[src/rtl/spi_port_regs.vh]
// register offsets, field positions, reset values and transfer length of the serial port
`ifndef SPI_PORT_REGS_VH
`define SPI_PORT_REGS_VH
// ****************************************
// register byte addresses (offsets are all multiples of four: index times four)
// ****************************************
`define DATA_IDX 8'h21
`define CTRL_IDX 8'h22
`define CSR_IDX 8'h23
`define DATA_ADDR 10'h084
`define CTRL_ADDR 10'h088
`define CSR_ADDR 10'h08C
// ****************************************
// control register fields
// ****************************************
`define CTRL_IE 7
`define CTRL_EN 6
`define CTRL_DIVH 5
`define CTRL_MASTER_SELECT 4
`define CTRL_CLOCK_IDLE_POLARITY 3
`define CTRL_CLOCK_CAPTURE_PHASE 2
`define CTRL_RESET 8'h00
// ****************************************
// control/status register fields
// ****************************************
`define CSR_DONE 7
`define CSR_WRITE_COLLISION_FLAG 6
`define CSR_OVR 5
`define CSR_MODE_FAULT_FLAG 4
`define CSR_OD 2
`define CSR_SSM 1
`define CSR_SSI 0
`define CSR_RESET 8'h00
`define CSR_SW_MASK 8'h07
// ****************************************
// transfer length
// ****************************************
`define BITS_PER_BYTE 4'h8
`endif

[src/rtl/spi_port.v]
// serial peripheral port: apb registers, master clocking, slave sampling and status flags
//
// The APB interface to the registers is this design's own decision.
`include "spi_port_regs.vh"

module spi_port (
    // clock and reset
    input wire sys_clk,
    input wire rst_n,
    // apb slave
    input wire psel,
    input wire penable,
    input wire pwrite,
    input wire [11:0] paddr,
    input wire [31:0] pwdata,
    output reg [31:0] prdata,
    output wire pready,
    output wire pslverr,
    // serial clock pin
    input wire sck_in,
    output reg sck_out,
    output wire sck_oe,
    // master out slave in pin
    input wire mosi_in,
    output wire mosi_out,
    output wire mosi_oe,
    // master in slave out pin
    input wire miso_in,
    output wire miso_out,
    output wire miso_oe,
    // slave select pin
    input wire ss_n_in,
    // interrupt request
    output wire irq
);
// ****************************************
// registers and state
// ****************************************
localparam ST_IDLE = 1'b0;
localparam ST_BUSY = 1'b1;

reg [7:0] ctrl_q;
reg [7:0] csr_sw_q;
reg done_q;
reg write_collision_flag_q;
reg ovr_q;
reg mode_fault_flag_q;
reg [7:0] rx_buf_q;
reg state_q;
reg [4:0] edge_cnt_q;
reg csr_seen_q;
reg ctrl_seen_q;
reg write_collision_flag_seen_q;
reg sck_prev_q;
reg last_cap_q;

wire [9:0] word_addr = paddr[11:2];
wire acc = psel && penable;
wire wr = acc && pwrite;
wire rd = acc && !pwrite;

// one word per register; anything else reads zero and is refused
function hit;
    input [9:0] a;
    input [9:0] r;
    begin
        hit = (a == r) && (paddr[1:0] == 2'b00);
    end
endfunction

wire sel_data = hit(word_addr, `DATA_ADDR >> 2);
wire sel_ctrl = hit(word_addr, `CTRL_ADDR >> 2);
wire sel_csr = hit(word_addr, `CSR_ADDR >> 2);

assign pready = 1'b1;
assign pslverr = acc && !(sel_data || sel_ctrl || sel_csr);

wire en = ctrl_q[`CTRL_EN];
wire master_select = ctrl_q[`CTRL_MASTER_SELECT];
wire clock_idle_polarity = ctrl_q[`CTRL_CLOCK_IDLE_POLARITY];
wire clock_capture_phase = ctrl_q[`CTRL_CLOCK_CAPTURE_PHASE];
wire select_software_manage = csr_sw_q[`CSR_SSM];
// select level seen by the port
wire ss_level = select_software_manage ? csr_sw_q[`CSR_SSI] : ss_n_in;
wire fault = en && master_select && !ss_level;
wire busy = (state_q == ST_BUSY);

// ****************************************
// software access sequences
// ****************************************
wire data_wr = wr && sel_data;
wire data_acc = acc && sel_data;
wire ctrl_wr = wr && sel_ctrl;
wire csr_rd = rd && sel_csr;
wire csr_acc = acc && sel_csr;
// writes blocked while done until status is read
wire data_wr_ok = data_wr && !(done_q && !csr_seen_q) && !busy;
wire start_master = data_wr_ok && en && master_select;

// ****************************************
// master clock divider and slave edge detection
// ****************************************
wire half_tick;

spi_clk_div u_div (
    .sys_clk(sys_clk),
    .rst_n(rst_n),
    .run(busy && master_select),
    .div_sel({ctrl_q[`CTRL_DIVH], ctrl_q[1:0]}),
    .half_tick(half_tick)
);

// slave: clock edges in the serial clock's own sense; divider bits ignored here
wire slv_active = en && !master_select && !ss_level;
wire sck_edge = slv_active && (sck_in != sck_prev_q);
wire edge_ev = master_select ? (busy && half_tick) : sck_edge;
// odd edges are first-half edges; with phase 0 they capture, with phase 1 they launch
wire first_half = !edge_cnt_q[0];
wire cap_ev = edge_ev && (first_half ^ clock_capture_phase);
wire launch_ev = edge_ev && !(first_half ^ clock_capture_phase) && !(clock_capture_phase && edge_cnt_q == 5'h00);
wire last_edge = edge_ev && (edge_cnt_q == 5'h0F);
wire sdi = master_select ? miso_in : mosi_in;
// phase 0 shifts on trailing edges, its first bit driven from the data write; phase 1 shifts on leading edges
wire shift_ev = (clock_capture_phase ? launch_ev : (edge_ev && !first_half));

wire [7:0] shreg;
wire sdo;

spi_shifter u_shift (
    .sys_clk(sys_clk),
    .rst_n(rst_n),
    .load(data_wr_ok),
    .load_data(pwdata[7:0]),
    .sample(cap_ev),
    .shift(shift_ev && !last_edge || last_edge),
    .din(sdi),
    .dout(sdo),
    .data_q(shreg)
);

// byte assembled with the last captured bit: sampled on the last edge with phase 1, held from the edge before with phase 0
wire [7:0] rx_byte = clock_capture_phase ? {shreg[6:0], sdi} : {shreg[6:0], last_cap_q};
// byte end and the status-then-data sequence that clears the done flag
wire byte_end = last_edge && busy;
wire done_clr = data_acc && csr_seen_q;

// ****************************************
// last captured bit
// ****************************************
// with phase 0 the final bit is captured one edge before the byte ends
always @(posedge sys_clk or negedge rst_n) begin
    if (!rst_n) begin
        last_cap_q <= 1'b0;
    end else if (cap_ev) begin
        last_cap_q <= sdi;
    end
end

// ****************************************
// transfer state
// ****************************************
always @(posedge sys_clk or negedge rst_n) begin
    if (!rst_n) begin
        state_q <= ST_IDLE;
        edge_cnt_q <= 5'h00;
        sck_prev_q <= 1'b0;
        sck_out <= 1'b0;
    end else begin
        sck_prev_q <= slv_active ? sck_in : clock_idle_polarity;
        if (!en || fault || (!master_select && ss_level)) begin
            state_q <= ST_IDLE;
            edge_cnt_q <= 5'h00;
            sck_out <= clock_idle_polarity;
        end else if (start_master || (!master_select && sck_edge && !busy)) begin
            state_q <= ST_BUSY;
            edge_cnt_q <= master_select ? 5'h00 : 5'h01;
            sck_out <= clock_idle_polarity;
        end else if (busy && edge_ev) begin
            if (master_select) begin
                sck_out <= ~sck_out;
            end
            if (last_edge) begin
                state_q <= ST_IDLE;
                edge_cnt_q <= 5'h00;
            end else begin
                edge_cnt_q <= edge_cnt_q + 5'h01;
            end
        end else if (!busy) begin
            sck_out <= clock_idle_polarity;
        end
    end
end

// ****************************************
// control register and mode fault
// ****************************************
always @(posedge sys_clk or negedge rst_n) begin
    if (!rst_n) begin
        ctrl_q <= `CTRL_RESET;
        ctrl_seen_q <= 1'b0;
    end else begin
        if (acc && sel_ctrl && mode_fault_flag_q) begin
            ctrl_seen_q <= 1'b1;
        end
        if (ctrl_wr) begin
            ctrl_q <= pwdata[7:0];
            // enable and master stay low while the fault is pending
            if (mode_fault_flag_q && !ctrl_seen_q) begin
                ctrl_q[`CTRL_EN] <= 1'b0;
                ctrl_q[`CTRL_MASTER_SELECT] <= 1'b0;
            end
            ctrl_seen_q <= 1'b0;
        end
        if (fault) begin
            ctrl_q[`CTRL_EN] <= 1'b0;
            ctrl_q[`CTRL_MASTER_SELECT] <= 1'b0;
        end
    end
end

// ****************************************
// status flags; a setting event wins over a clear in the same cycle
// ****************************************
always @(posedge sys_clk or negedge rst_n) begin
    if (!rst_n) begin
        csr_sw_q <= `CSR_RESET;
        csr_seen_q <= 1'b0;
        write_collision_flag_seen_q <= 1'b0;
    end else begin
        if (wr && sel_csr) begin
            csr_sw_q <= pwdata[7:0] & `CSR_SW_MASK;
        end
        if (csr_acc) begin
            csr_seen_q <= done_q;
            write_collision_flag_seen_q <= write_collision_flag_q;
        end else if (data_acc) begin
            csr_seen_q <= 1'b0;
            write_collision_flag_seen_q <= 1'b0;
        end
    end
end

// ****************************************
// transfer done flag and receive buffer
// ****************************************
// the buffer keeps the first unread byte when an overrun follows
always @(posedge sys_clk or negedge rst_n) begin
    if (!rst_n) begin
        done_q <= 1'b0;
        rx_buf_q <= 8'h00;
    end else if (byte_end) begin
        done_q <= 1'b1;
        if (!done_q || done_clr) begin
            rx_buf_q <= rx_byte;
        end
    end else if (done_clr) begin
        done_q <= 1'b0;
    end
end

// ****************************************
// overrun flag
// ****************************************
always @(posedge sys_clk or negedge rst_n) begin
    if (!rst_n) begin
        ovr_q <= 1'b0;
    end else if (byte_end && done_q && !done_clr) begin
        ovr_q <= 1'b1;
    end else if (csr_rd) begin
        ovr_q <= 1'b0;
    end
end

// ****************************************
// write collision flag
// ****************************************
always @(posedge sys_clk or negedge rst_n) begin
    if (!rst_n) begin
        write_collision_flag_q <= 1'b0;
    end else if (data_wr && busy) begin
        write_collision_flag_q <= 1'b1;
    end else if (data_acc && write_collision_flag_seen_q) begin
        write_collision_flag_q <= 1'b0;
    end
end

// ****************************************
// mode fault flag
// ****************************************
always @(posedge sys_clk or negedge rst_n) begin
    if (!rst_n) begin
        mode_fault_flag_q <= 1'b0;
    end else if (fault) begin
        mode_fault_flag_q <= 1'b1;
    end else if (ctrl_wr && ctrl_seen_q) begin
        mode_fault_flag_q <= 1'b0;
    end
end

// ****************************************
// read data, pins and interrupt
// ****************************************
always @* begin
    prdata = 32'h0000_0000;
    if (sel_data) begin
        prdata[7:0] = rx_buf_q;
    end else if (sel_ctrl) begin
        prdata[7:0] = ctrl_q;
    end else if (sel_csr) begin
        prdata[7:0] = {done_q, write_collision_flag_q, ovr_q, mode_fault_flag_q, 1'b0, csr_sw_q[2:0]};
    end
end

wire drive_ok = en && !csr_sw_q[`CSR_OD];
assign sck_oe = en && master_select;
assign mosi_out = sdo;
assign mosi_oe = drive_ok && master_select;
assign miso_out = sdo;
// a slave drives only while selected so several slaves can share the line
assign miso_oe = drive_ok && !master_select && !ss_level;
assign irq = ctrl_q[`CTRL_IE] && (done_q || mode_fault_flag_q || ovr_q);
endmodule // spi_port

[src/rtl/spi_clk_div.v]
// master baud divider: one-cycle enable per half period of the serial clock
module spi_clk_div (
    // clock and reset
    input wire sys_clk,
    input wire rst_n,
    // control
    input wire run,
    input wire [2:0] div_sel,
    // half-period enable
    output reg half_tick
);
// ****************************************
// divider
// ****************************************
reg [5:0] cnt_q;
reg [5:0] half_lim;

// half-period count minus one; {high, low[1:0]}
always @* begin
    case (div_sel)
        3'h4: half_lim = 6'h01;
        3'h0: half_lim = 6'h03;
        3'h1: half_lim = 6'h07;
        3'h6: half_lim = 6'h0F;
        3'h2: half_lim = 6'h1F;
        3'h3: half_lim = 6'h3F;
        default: half_lim = 6'h03; // unlisted codes fall back to divide by 8
    endcase
end

always @(posedge sys_clk or negedge rst_n) begin
    if (!rst_n) begin
        cnt_q <= 6'h00;
        half_tick <= 1'b0;
    end else if (!run) begin
        cnt_q <= 6'h00;
        half_tick <= 1'b0;
    end else if (cnt_q >= half_lim) begin
        cnt_q <= 6'h00;
        half_tick <= 1'b1;
    end else begin
        cnt_q <= cnt_q + 6'h01;
        half_tick <= 1'b0;
    end
end
endmodule // spi_clk_div

[src/rtl/spi_shifter.v]
// eight-bit shift register, msb first, shared by transmit and receive
module spi_shifter (
    // clock and reset
    input wire sys_clk,
    input wire rst_n,
    // control
    input wire load,
    input wire [7:0] load_data,
    input wire sample,
    input wire shift,
    input wire din,
    // data
    output wire dout,
    output reg [7:0] data_q
);
// ****************************************
// shifter
// ****************************************
reg in_bit_q;

assign dout = data_q[7];

// the sampled bit is held until the shift edge so capture and launch may fall on different edges
always @(posedge sys_clk or negedge rst_n) begin
    if (!rst_n) begin
        data_q <= 8'h00;
        in_bit_q <= 1'b0;
    end else if (load) begin
        data_q <= load_data;
    end else begin
        if (sample) begin
            in_bit_q <= din;
        end
        if (shift) begin
            data_q <= {data_q[6:0], in_bit_q};
        end
    end
end
endmodule // spi_shifter

[config.mk]
export PLATFORM = sky130hd
export DESIGN_NAME = spi_port
export DESIGN_NICKNAME = d
export VERILOG_FILES = /design/src/rtl/spi_port.v /design/src/rtl/spi_clk_div.v /design/src/rtl/spi_shifter.v
export VERILOG_INCLUDE_DIRS = /design/src /design/src/rtl
export SDC_FILE = /design/constraint.sdc
export NUM_CORES = 1
export LEC_CHECK = 0
export BUFFER_PORTS_ARGS = -buffer_cell sky130_fd_sc_hd__clkbuf_2
export CORE_MARGIN = 8
export CORE_UTILIZATION = 45
export DETAILED_ROUTE_END_ITERATION = 6
export PLACE_DENSITY = 0.8
export SETUP_SLACK_MARGIN = 0.2
export SYNTH_ARGS = -nofsm -noshare
export SYNTH_HDL_FRONTEND = slang
export SYNTH_HIERARCHICAL = 1
export SYNTH_SLANG_ARGS = --single-unit
[constraint.sdc]
create_clock -name sys_clk -period 2.3 [get_ports sys_clk]
set_input_delay 0.46 -clock sys_clk [delete_from_list [all_inputs] [get_ports sys_clk]]
set_output_delay 0.46 -clock sys_clk [all_outputs]
set_load 0.02 [all_outputs]
==> After elaboration in Yosys (flattened, before gate mapping) <==
Index checks and enable logic that the tools add are counted.
{ "classes": {"addsub": 2, "n_lt_le_gt_ge": 1, "eq_ne": 12, "muxes": 48, "bitwise": 3, "reduce_logical": 92} }
{ "op_table": {"columns": ["cell", "n"], "rows": [
  ["$logic_and A1 B1 Y1", 51],
  ["$mux W8", 5],
  ["$mux W1", 35],
  ["$eq A10 B6 Y1 const B", 3],
  ["$pmux W6 S5", 1],
  ["$mux W5", 4],
  ["$logic_not A1 Y1", 16],
  ["$reduce_bool A2 Y1", 8],
  ["$mux W6", 2],
  ["$logic_or A1 B1 Y1", 9],
  ["$reduce_and A2 Y1", 4],
  ["$mux W7", 1],
  ["$add A6 B1 Y6 const B", 1],
  ["$eq A3 B2 Y1 const B", 2],
  ["$eq A3 B3 Y1 const B", 2],
  ["$ge A6 B6 Y1", 1],
  ["$reduce_bool A3 Y1", 2],
  ["$add A5 B1 Y5 const B", 1],
  ["$eq A5 B4 Y1 const B", 1],
  ["$logic_not A5 Y1", 1],
  ["$ne A4 B1 Y1 const B", 1],
  ["$ne A4 B4 Y1 const B", 1],
  ["$eq A3 B1 Y1 const B", 1],
  ["$logic_not A2 Y1", 1],
  ["3 further kinds", 4]
]} }
{ "word_totals": {"ff_bits": 51, "in_bits": 53, "output_inout_bits": 41} }

==> Depth between registers and ports, before layout <==
Gate-level depths: netlist of run 1.
{ "logic_depth": {"ltp_word": 12, "mapped_depth": 8} }

==> Hierarchy <==
The synthesis of run 1 kept the hierarchy.
{ "by_module_without_submodules": {"columns": ["mod", "n_inst", "cells_each", "area_per_inst_um2", "seq_area_each_um2"], "rows": [
  ["spi_port", 1, 228, 2170.8, 875.8],
  ["spi_clk_div", 1, 45, 429.2, 175.2],
  ["spi_shifter", 1, 38, 416.6, 225.2]
]} }

==> Worst setup path before layout of run 1 <==
Ideal clock, no wire load.
{ "synth_path": {"path_kind": "input port to flip-flop", "startpoint": "input paddr[6]", "endpoint": "register u_shift.in_bit_q", "setup_ps": 125, "arrival_ps": 2291, "slack_ps": -116, "stages": 6, "path_buffers": 1, "path_cell_list": "or4b_4 > or3_1 > clkbuf_1 > nor2_1 > nor2b_1 > mux2_4"} }
{ "synth_between": {"elab_chain_len": 7} }
{ "synth_rtl": {"columns": ["item", "line", "rtl"], "rows": [
  ["start: declaration", "spi_port.v:14", "input wire [11:0] paddr,"],
  ["$eq A10 B6 Y1", "spi_port.v:67", "hit = (a == r) && (paddr[1:0] == 2'b00);"],
  ["$logic_and A1 B1 Y1", "spi_port.v:67", null],
  ["$logic_and A1 B1 Y1", "spi_port.v:91", "wire data_wr = wr && sel_data;"],
  ["$logic_and A1 B1 Y1 (2 in series)", "spi_port.v:97", "wire data_wr_ok = data_wr && !(done_q && !csr_seen_q) && !busy;"],
  ["net data_wr_ok", "spi_port.v:97", null],
  ["$not A1 Y1 (no source line)", null, null],
  ["$reduce_and A2 Y1 (no source line)", null, null],
  ["end signal: assignment", "spi_shifter.v:32", "in_bit_q <= din;"],
  ["end: declaration", "spi_shifter.v:19", "reg in_bit_q;"]
]} }
The timed path passes the listed nets, and every way through them passes these cells.
A chain may end at the register's enable or synchronous reset.

==> Final worst setup path of run 1 <==
{ "layout_path": {"startpoint": "input paddr[0]", "endpoint": "output pslverr"} }
{ "layout_between": {"elab_chain_len": 6, "elab_cells_between_ends": 8} }
{ "layout_rtl": {"columns": ["item", "line", "rtl"], "rows": [
  ["$logic_not A2 Y1 *", "spi_port.v:67", null],
  ["$logic_and A1 B1 Y1", "spi_port.v:67", null],
  ["$logic_or A1 B1 Y1", "spi_port.v:76", "assign pslverr = acc && !(sel_data || sel_ctrl || sel_csr);"],
  ["$logic_or A1 B1 Y1 *", "spi_port.v:76", null],
  ["$logic_not A1 Y1 *", "spi_port.v:76", null],
  ["$logic_and A1 B1 Y1 *", "spi_port.v:76", null],
  ["end: declaration", "spi_port.v:18", "output wire pslverr,"]
]} }
Mark *: on every way between the ends. The rest lies on a longest branch, timed or not.

==> results of run 1 <==
==> registers in the layout, summed over array words and instances, names as in the netlist, 3 cells and up <==
name,count
edge_cnt_q,5
rx_buf_q,8
ctrl_q,8
csr_sw_q,3
u_div/cnt_q,6
u_shift/data_q,8
==> per-stage QoR <==
stage	util [%]	hold slack (ns)	worst slack, ns
6_report	57.1	0.251	-0.0757
5_1_grt	57.1	0.307	-0.106
4_1_cts	55.9	0.271	-0.0710
3_5_place_dp	52.1	0.479	-0.117
3_3_place_gp	52.1	0.470	-0.109
2_1_floorplan	-	0.164	0.0645
==> repair_timing <==
action,CTS,global route
pin swaps,8,10
setup endpoints to repair,10,36
hold endpoints to repair,0,0
gates resized for setup,22,18
buffers inserted,4,4
hold buffers,0,0
==> worst paths after layout <==
kind	start	to	slack (ns)	depth (start not counted)
min	rst_n	ovr_q$_DFFE_PN0P_	0.25	2
min reg2reg	write_collision_flag_seen_q$_DFFE_PN0P_	write_collision_flag_seen_q$_DFFE_PN0P_	0.50	2
max reg2reg	csr_sw_q[1]$_DFFE_PN0P_	rx_buf_q[5]$_DFFE_PN0P_	0.25	6
max in group asynchronous	rst_n	u_div/cnt_q[2]$_DFF_PN0_	1.60	2
max	paddr[0]	pslverr	-0.08	7
min in group sys_clk	pwdata[6]	u_shift/data_q[6]$_DFFE_PN0P_	0.37	3
==> worst max-delay path, stage by stage <==
cell	delay [ns]
clkbuf_2	0.08
or4_4	0.54
or3_4	0.41
buf_12	0.16
nor2_4	0.09
nor2_4	0.04
buf_8	0.13
==> cell usage in the layout (no fill, tap or decap), types with 2 or more instances in the layout <==
cell       n
dfrtp_1   51
clkbuf_2  34
nand2_1   32
conb_1    25
buf_4     25
mux2_2    20
nor2_1    19
o21ai_0   17
nor2_4    11
a21oi_1   11
nor3_1    10
inv_1      9
nand3_1    9
ha_1       9
mux2i_1    9
a22oi_1    8
mux2_4     7
buf_8      7
clkbuf_8   6
a31oi_1    4
o21ai_1    4
nor2b_1    3
xnor2_1    3
nand3_2    3
nor4_4     3
xor2_1     3
clkbuf_4   3
buf_6      3
and3_1     2
nand2b_1   2
and2_1     2
or3_1      2
a21o_1     2
nand4_1    2
buf_12     2
==> routing by layer <==
layer  share of wire (%)  track usage (%)  wire, microns
met3                 6.7             4.13            535
met1                  42             20.0           3370
met2                  50             27.3           4000
met4                 1.4             4.92            110
met5                   0                0              0
==> area by class of cell <==
cell class	count	area share (%)
flip-flops and latches	51	33.6
well taps	80	2.64
multi-input cells	239	45.0
clock inverters	2	0.923
repair buffers	74	14.7
clock buffers	6	2.18
inverters	9	0.890
==> power groups by stage <==
| stage | registers (uW) | logic, uW | clock network, uW |
|---|---|---|---|
| CTS | 901 | 143 | 667 |
| global route | 902 | 163 | 698 |
| finish | 901 | 149 | 662 |
| floorplan | 918 | 105 | 0 |
| detailed placement | 919 | 139 | 0 |
| global placement | 919 | 136 | 0 |
==> metrics, run 1 <==
Post-Synthesis Cell Area=3010 sq um; Req. time, crit path=1.84 ns; fmax=421 MHz; Core Footprint=6640 sq um; antenna diode count=0; Power Internal=1300 uW; TritonRoute pass-1 iters=4; Comb pwr share=8.7%; Area Growth Syn to Fin=26.2%; # rows=30; Crit Path Class=in2out; Worst Path Arrival=1.92 ns; number of global-route vias before repair=2578; final-report max-slew violation count=0; placed inst area=3460 sq um; clock buffer depth=2; Switching Share=24.3%; die area=9560 sq um; violated checks=negative setup slack; Reg power frac=52.6%; Clock power frac=38.7%; initial antenna violation count=0; min Tclk post-route=2.38 ns; non-filler cells, final=461; worst vdd ir=0.000299 V; syn_area_per_cell=9.71 sq um; DRT iter0 DRCs=176; Chip Width=97.8 microns; vias=2518; CTS root buffer=clkbuf_8; area of the multi-input gates=1710 sq um; dpl cells=445; Worst-Skew Late Latency=0.31 ns; Post-Route WL=8.02 mm; Worst Skew=0.00920 ns; Hold Fails Final Rpt=0; GRT overflow=0; synth warn=6; Antenna Nets Post-Route=0; Tot GR Track Use=16.3%; Design Area, Final=3800 sq um; slew at the pin closest to its max-slew limit=0.659 ns; Post-layout nets=442; headroom to the max-slew limit=56.1%; total power divided by cell area=451 nW/um^2; DRC=0; Critical Path End Type=output pin; clock transition at the registers of the reported paths=0.10 ns; Max FO, Critical Path=6; global-route wire length before repair=12.8 mm; clk sink count=51; Starting Density=45.3%; Syn Inst Count=310; IO Count=94; routability cong.=0.820; WL/cell=17.4 microns; TritonCTS clock tree=built; vias per inst=5.46; status=finished, violations left; Register Area=1280 sq um; RSZ-0062 raised after global routing=yes; Detailed Place HPWL=5.65 mm; setup_tns=-0.341 ns; Pleak=0.00177 uW; DIE HEIGHT=97.8 microns; max-cap violation count=0; PortBufs=44; final setup fails=9; Setup WS post-layout=-0.0757 ns; Net Sw Power=417 uW; total power=1710 uW; htree depth=2; layout cells sized above 1=35.4%; period utilisation layout=103%; crit path launch type=input pin; largest net degree at the start of global routing=52; fill count=538; CTS buffer count=5; Worst Hold Class=in2async
Power figures use the tool's default switching activity.
==> inputs of run 2 (changes only) <==
--- a/config.mk
+++ b/config.mk
@@ -11,7 +11,7 @@
 export CORE_UTILIZATION = 45
 export DETAILED_ROUTE_END_ITERATION = 6
 export PLACE_DENSITY = 0.8
-export SETUP_SLACK_MARGIN = 0.2
+export SETUP_SLACK_MARGIN = 0.5
 export SYNTH_ARGS = -nofsm -noshare
 export SYNTH_HDL_FRONTEND = slang
 export SYNTH_HIERARCHICAL = 1
==> metrics, run 2 (same netlist as run 1, synthesis figures left out) <==
GRT overflow=0; Chip Width=97.8 microns; DIE HEIGHT=97.8 microns; antenna diode count=0; die area=9560 sq um; Net Sw Power=428 uW; clock buffer depth=2; worst slack at placement=-0.125 ns; commonest non-fill, non-tap cells in the layout=51 x dfrtp_1, 34 x clkbuf_2, 30 x nand2_1; Power Internal=1280 uW; CTS root buffer=clkbuf_8; max-cap violation count=0; FF-to-FF End=rx_buf_q[4]$_DFFE_PN0P_; PortBufs=44; biggest regs=ctrl_q: 8 flops, rx_buf_q: 8 flops, u_shift/data_q: 8 flops; Core Footprint=6640 sq um; # rows=30; Req. time, crit path=1.84 ns; vias per inst=5.60; fill count=509; largest net degree at the start of global routing=52; flop2flop setup slack=0.21 ns; Setup WS post-layout=-0.0784 ns; Antenna Nets Post-Route=0; Switching Share=25.1%; period utilisation layout=103%; total power=1710 uW; Pleak=0.00186 uW; FF-to-FF Start=csr_sw_q[1]$_DFFE_PN0P_; TritonRoute pass-1 iters=6; Hold Fails Final Rpt=0; layout cells sized above 1=40.9%; initial antenna violation count=0; Worst Skew=0.00526 ns; worst vdd ir=0.000475 V; final-report max-slew violation count=0; number of global-route vias before repair=2683; Post-layout nets=452; min Tclk post-route=2.38 ns; DRT iter0 DRCs=188; crit path launch type=input pin; fmax=420 MHz; WL/cell=18.6 microns; total power divided by cell area=424 nW/um^2; RSZ-0062 raised after global routing=yes; Clock power frac=37.8%; Critical path destination=pslverr; Post-Route WL=8.74 mm; Area Growth Syn to Fin=33.9%; Worst Hold Class=in2async; Tot GR Track Use=17.0%; Comb pwr share=9.4%; Crit Path Class=in2out; Worst-Skew Late Latency=0.30 ns; CTS buffer count=5; TritonCTS clock tree=built; htree depth=2; Worst Path Arrival=1.92 ns; violated checks=negative setup slack; vias=2636; Reg power frac=52.8%; Max FO, Critical Path=3; Detailed Place HPWL=5.76 mm; Critical Path End Type=output pin; most common cell after layout, fill and taps aside=dfrtp_1; clock transition at the registers of the reported paths=0.10 ns; Starting Density=45.3%; status=finished, violations left; R2R cell count=6; crit path from=paddr[8]; final setup fails=9; DRC=0; IO Count=94; routability cong.=0.867; clk sink count=51; global-route wire length before repair=13.3 mm
run 2: cell types whose count changed in the layout (fill, tap and decap cells not counted), moves of 3 or more:
cell,delta
buf_6,+9
a21oi_1,-4
mux2_2,-9
buf_8,-6
o21ai_2,+3
mux2_4,+9
clkbuf_8,+6
a21oi_2,+4
o21ai_0,-3
run 2: area by class of cell:
class	count	area, sq um	share of cell area, %
inverters	9	33.8	0.839
clock inverters	3	47.5	1.18
flip-flops and latches	51	1280	31.7
well taps	80	100	2.48
multi-input cells	239	1820	45.1
clock buffers	5	68.8	1.71
repair buffers	84	684	17.0
run 2: through the flow:
stage | hold slack (ns) | util [%] | instances | setup TNS (ns) | cell area [sq um]
finish | 0.123 | 60.6 | 471 | -0.388 | 4030
global route | 0.139 | 60.6 | 471 | -0.584 | 4030
CTS | 0.140 | 58.0 | 465 | -0.235 | 3850
detailed placement | 0.474 | 52.6 | 446 | -2.47 | 3490
global placement | 0.471 | 52.6 | 446 | -1.89 | 3490
floorplan | 0.164 | - | 333 | 0 | 3230
run 2: critical path: stages:
cell and delay [ns]:
clkbuf_2 0.08, or4b_4 0.54, or3_4 0.41, buf_4 0.15, nor2_4 0.09, nor2_4 0.04
clkbuf_8 0.15
run 2: worst min-delay path by stage:
stage	end	start	cells after the start	slack [ns]
2_1_floorplan	busy$_DFFE_PN0P_	rst_n	0	0.16
3_3_place_gp	ctrl_q[7]$_DFFE_PN0P_	rst_n	2	0.47
3_5_place_dp	ctrl_q[7]$_DFFE_PN0P_	rst_n	2	0.47
4_1_cts	write_collision_flag_seen_q$_DFFE_PN0P_	rst_n	2	0.14
5_1_grt	rx_buf_q[7]$_DFFE_PN0P_	rst_n	2	0.14
6_report	rx_buf_q[7]$_DFFE_PN0P_	rst_n	2	0.12
run 2: power groups by stage:
stage	registers, uW	clock network [uW]	logic (uW)
3_5_place_dp	919	0	144
5_1_grt	902	693	174
3_3_place_gp	919	0	141
6_report	902	647	161
4_1_cts	901	650	153
2_1_floorplan	918	0	106
run 2: what timing repair did:
item	CTS	global route
gates cloned	0	1
pin swaps	13	6
endpoints found under the setup margin	44	61
hold buffers	0	0
setup buffers	11	5
gates resized for setup	39	32
run 2: routing by layer:
metal | GRT usage, % | share of wire (%)
met3 | 5.05 | 8.2
met4 | 5.40 | 2.5
met5 | 0 | 0
met1 | 19.4 | 38
met2 | 29.6 | 52
==> inputs of run 3 (changes only) <==
--- a/config.mk
+++ b/config.mk
@@ -16,3 +16,4 @@
 export SYNTH_HDL_FRONTEND = slang
 export SYNTH_HIERARCHICAL = 1
 export SYNTH_SLANG_ARGS = --single-unit
+export TNS_END_PERCENT = 5
==> metrics, run 3 (same netlist as run 1, synthesis figures left out) <==
TritonCTS clock tree=built; clk sink count=51; final setup fails=9; status=finished, violations left; final-report max-slew violation count=0; DRC=0; fmax=422 MHz; Comb pwr share=8.8%; initial antenna violation count=0; global-route wire length before repair=12.7 mm; htree depth=2; area of the multi-input gates=1770 sq um; Pleak=0.00175 uW; clock buffer depth=2; Worst Skew=0.0207 ns; routability cong.=0.831; commonest non-fill, non-tap cells in the layout=51 x dfrtp_1, 33 x clkbuf_2, 28 x nand2_1; Clock power frac=38.3%; clock transition at the registers of the reported paths=0.11 ns; Power Internal=1270 uW; antenna diode count=0; Setup WS post-layout=-0.0683 ns; period utilisation layout=103%; Register Area=1280 sq um; crit path launch type=input pin; Tot GR Track Use=16.3%; Worst Path Arrival=1.91 ns; # rows=30; placed inst area=3420 sq um; Reg power frac=52.9%; PortBufs=44; Critical Path End Type=output pin; setup_tns=-0.303 ns; biggest regs=ctrl_q: 8 flops, rx_buf_q: 8 flops, u_shift/data_q: 8 flops; max-cap violation count=0; RSZ-0062 raised after global routing=yes; GRT overflow=0; Starting Density=45.3%; DRT iter0 DRCs=158; vias=2525; Hold Fails Final Rpt=0; Antenna Nets Post-Route=0; worst slack at placement=-0.152 ns; total power divided by cell area=449 nW/um^2; CTS root buffer=clkbuf_8; Detailed Place HPWL=5.45 mm; headroom to the max-slew limit=56.3%; most common cell after layout, fill and taps aside=dfrtp_1; Max FO, Critical Path=5; Req. time, crit path=1.84 ns; violated checks=negative setup slack; Net Sw Power=430 uW; WL/cell=17.6 microns; TritonRoute pass-1 iters=4; Crit Path Class=in2out; CTS buffer count=5; min Tclk post-route=2.37 ns; IO Count=94; Chip Width=97.8 microns; Worst Hold Class=in2async; cts hold-fix bufs=0; vias per inst=5.57; fill count=538; worst vdd ir=0.000396 V; layout cells sized above 1=37.5%; Post-layout nets=434; Worst-Skew Late Latency=0.32 ns; number of global-route vias before repair=2591; Post-Route WL=7.95 mm; DIE HEIGHT=97.8 microns; slew at the pin closest to its max-slew limit=0.656 ns; Design Area, Final=3790 sq um; die area=9560 sq um; Core Footprint=6640 sq um; Area Growth Syn to Fin=26.1%; largest net degree at the start of global routing=52; Switching Share=25.2%
[run 3: cell types whose count changed in the layout (fill, tap and decap cells not counted), sizes merged]
cell and change:
buf -14, clkbuf -5, or3 +1
[run 3: routing by layer]
metal | up-vias | track usage (%) | wire [microns]
met2 | 99 | 26.4 | 3970
met3 | 9 | 4.27 | 616
li1 | 1165 | - | -
met1 | 1252 | 20.1 | 3250
met5 | - | 0 | 0
met4 | 0 | 6.71 | 114
[run 3: timing repair]
action                     CTS  global route
setup endpoints to repair   45            53
gates resized for setup     34            33
cloned                       1             0
pin swaps                    9            10
buffers inserted             2             0
[run 3: path summary, 6_finish.rpt]
path | from | to | slack, ns | depth (start not counted)
worst min register to register | u_shift/in_bit_q$_DFFE_PN0P_ | u_shift/in_bit_q$_DFFE_PN0P_ | 0.53 | 1
min in group sys_clk | pwdata[6] | u_shift/data_q[6]$_DFFE_PN0P_ | 0.35 | 3
worst min-delay path | rst_n | ctrl_q[7]$_DFFE_PN0P_ | 0.22 | 2
worst max register to register | csr_sw_q[1]$_DFFE_PN0P_ | rx_buf_q[5]$_DFFE_PN0P_ | 0.19 | 5
worst max-delay path | paddr[0] | pslverr | -0.07 | 6
max in group asynchronous | rst_n | last_cap_q$_DFFE_PN0P_ | 1.60 | 2
[run 3: worst max-delay path, cell delays in order]
cell      delay [ns]
clkbuf_2        0.08
or4_4           0.58
or3_4           0.50
nor2_4          0.13
nor2_4          0.04
buf_6           0.13
[run 3: power by group through the flow]
stage	clock network (uW)	registers (uW)	logic [uW]
after CTS	667	901	142
final	652	901	150
after global placement	0	919	135
after global routing	701	902	163
after floorplan	0	918	105
after detailed placement	0	919	138
[run 3: layout make-up]
class / instances / area share (%)
Multi-Input combinational cell: 240 / 46.8
Sequential cell: 51 / 33.6
Timing Repair Buffer: 65 / 13.0
Tap cell: 80 / 2.64
Clock buffer: 5 / 1.81
Clock inverter: 3 / 1.25
Inverter: 9 / 0.891
[run 3: per-stage QoR]
stage               total power [uW]  std cells  util, %  hold slack [ns]
floorplan                       1020        333        -            0.164
CTS                             1710        453     55.6            0.259
detailed placement              1060        442     51.5            0.493
global route                    1770        453     57.1            0.297
global placement                1050        442     51.5            0.468
finish                          1700        453     57.1            0.222
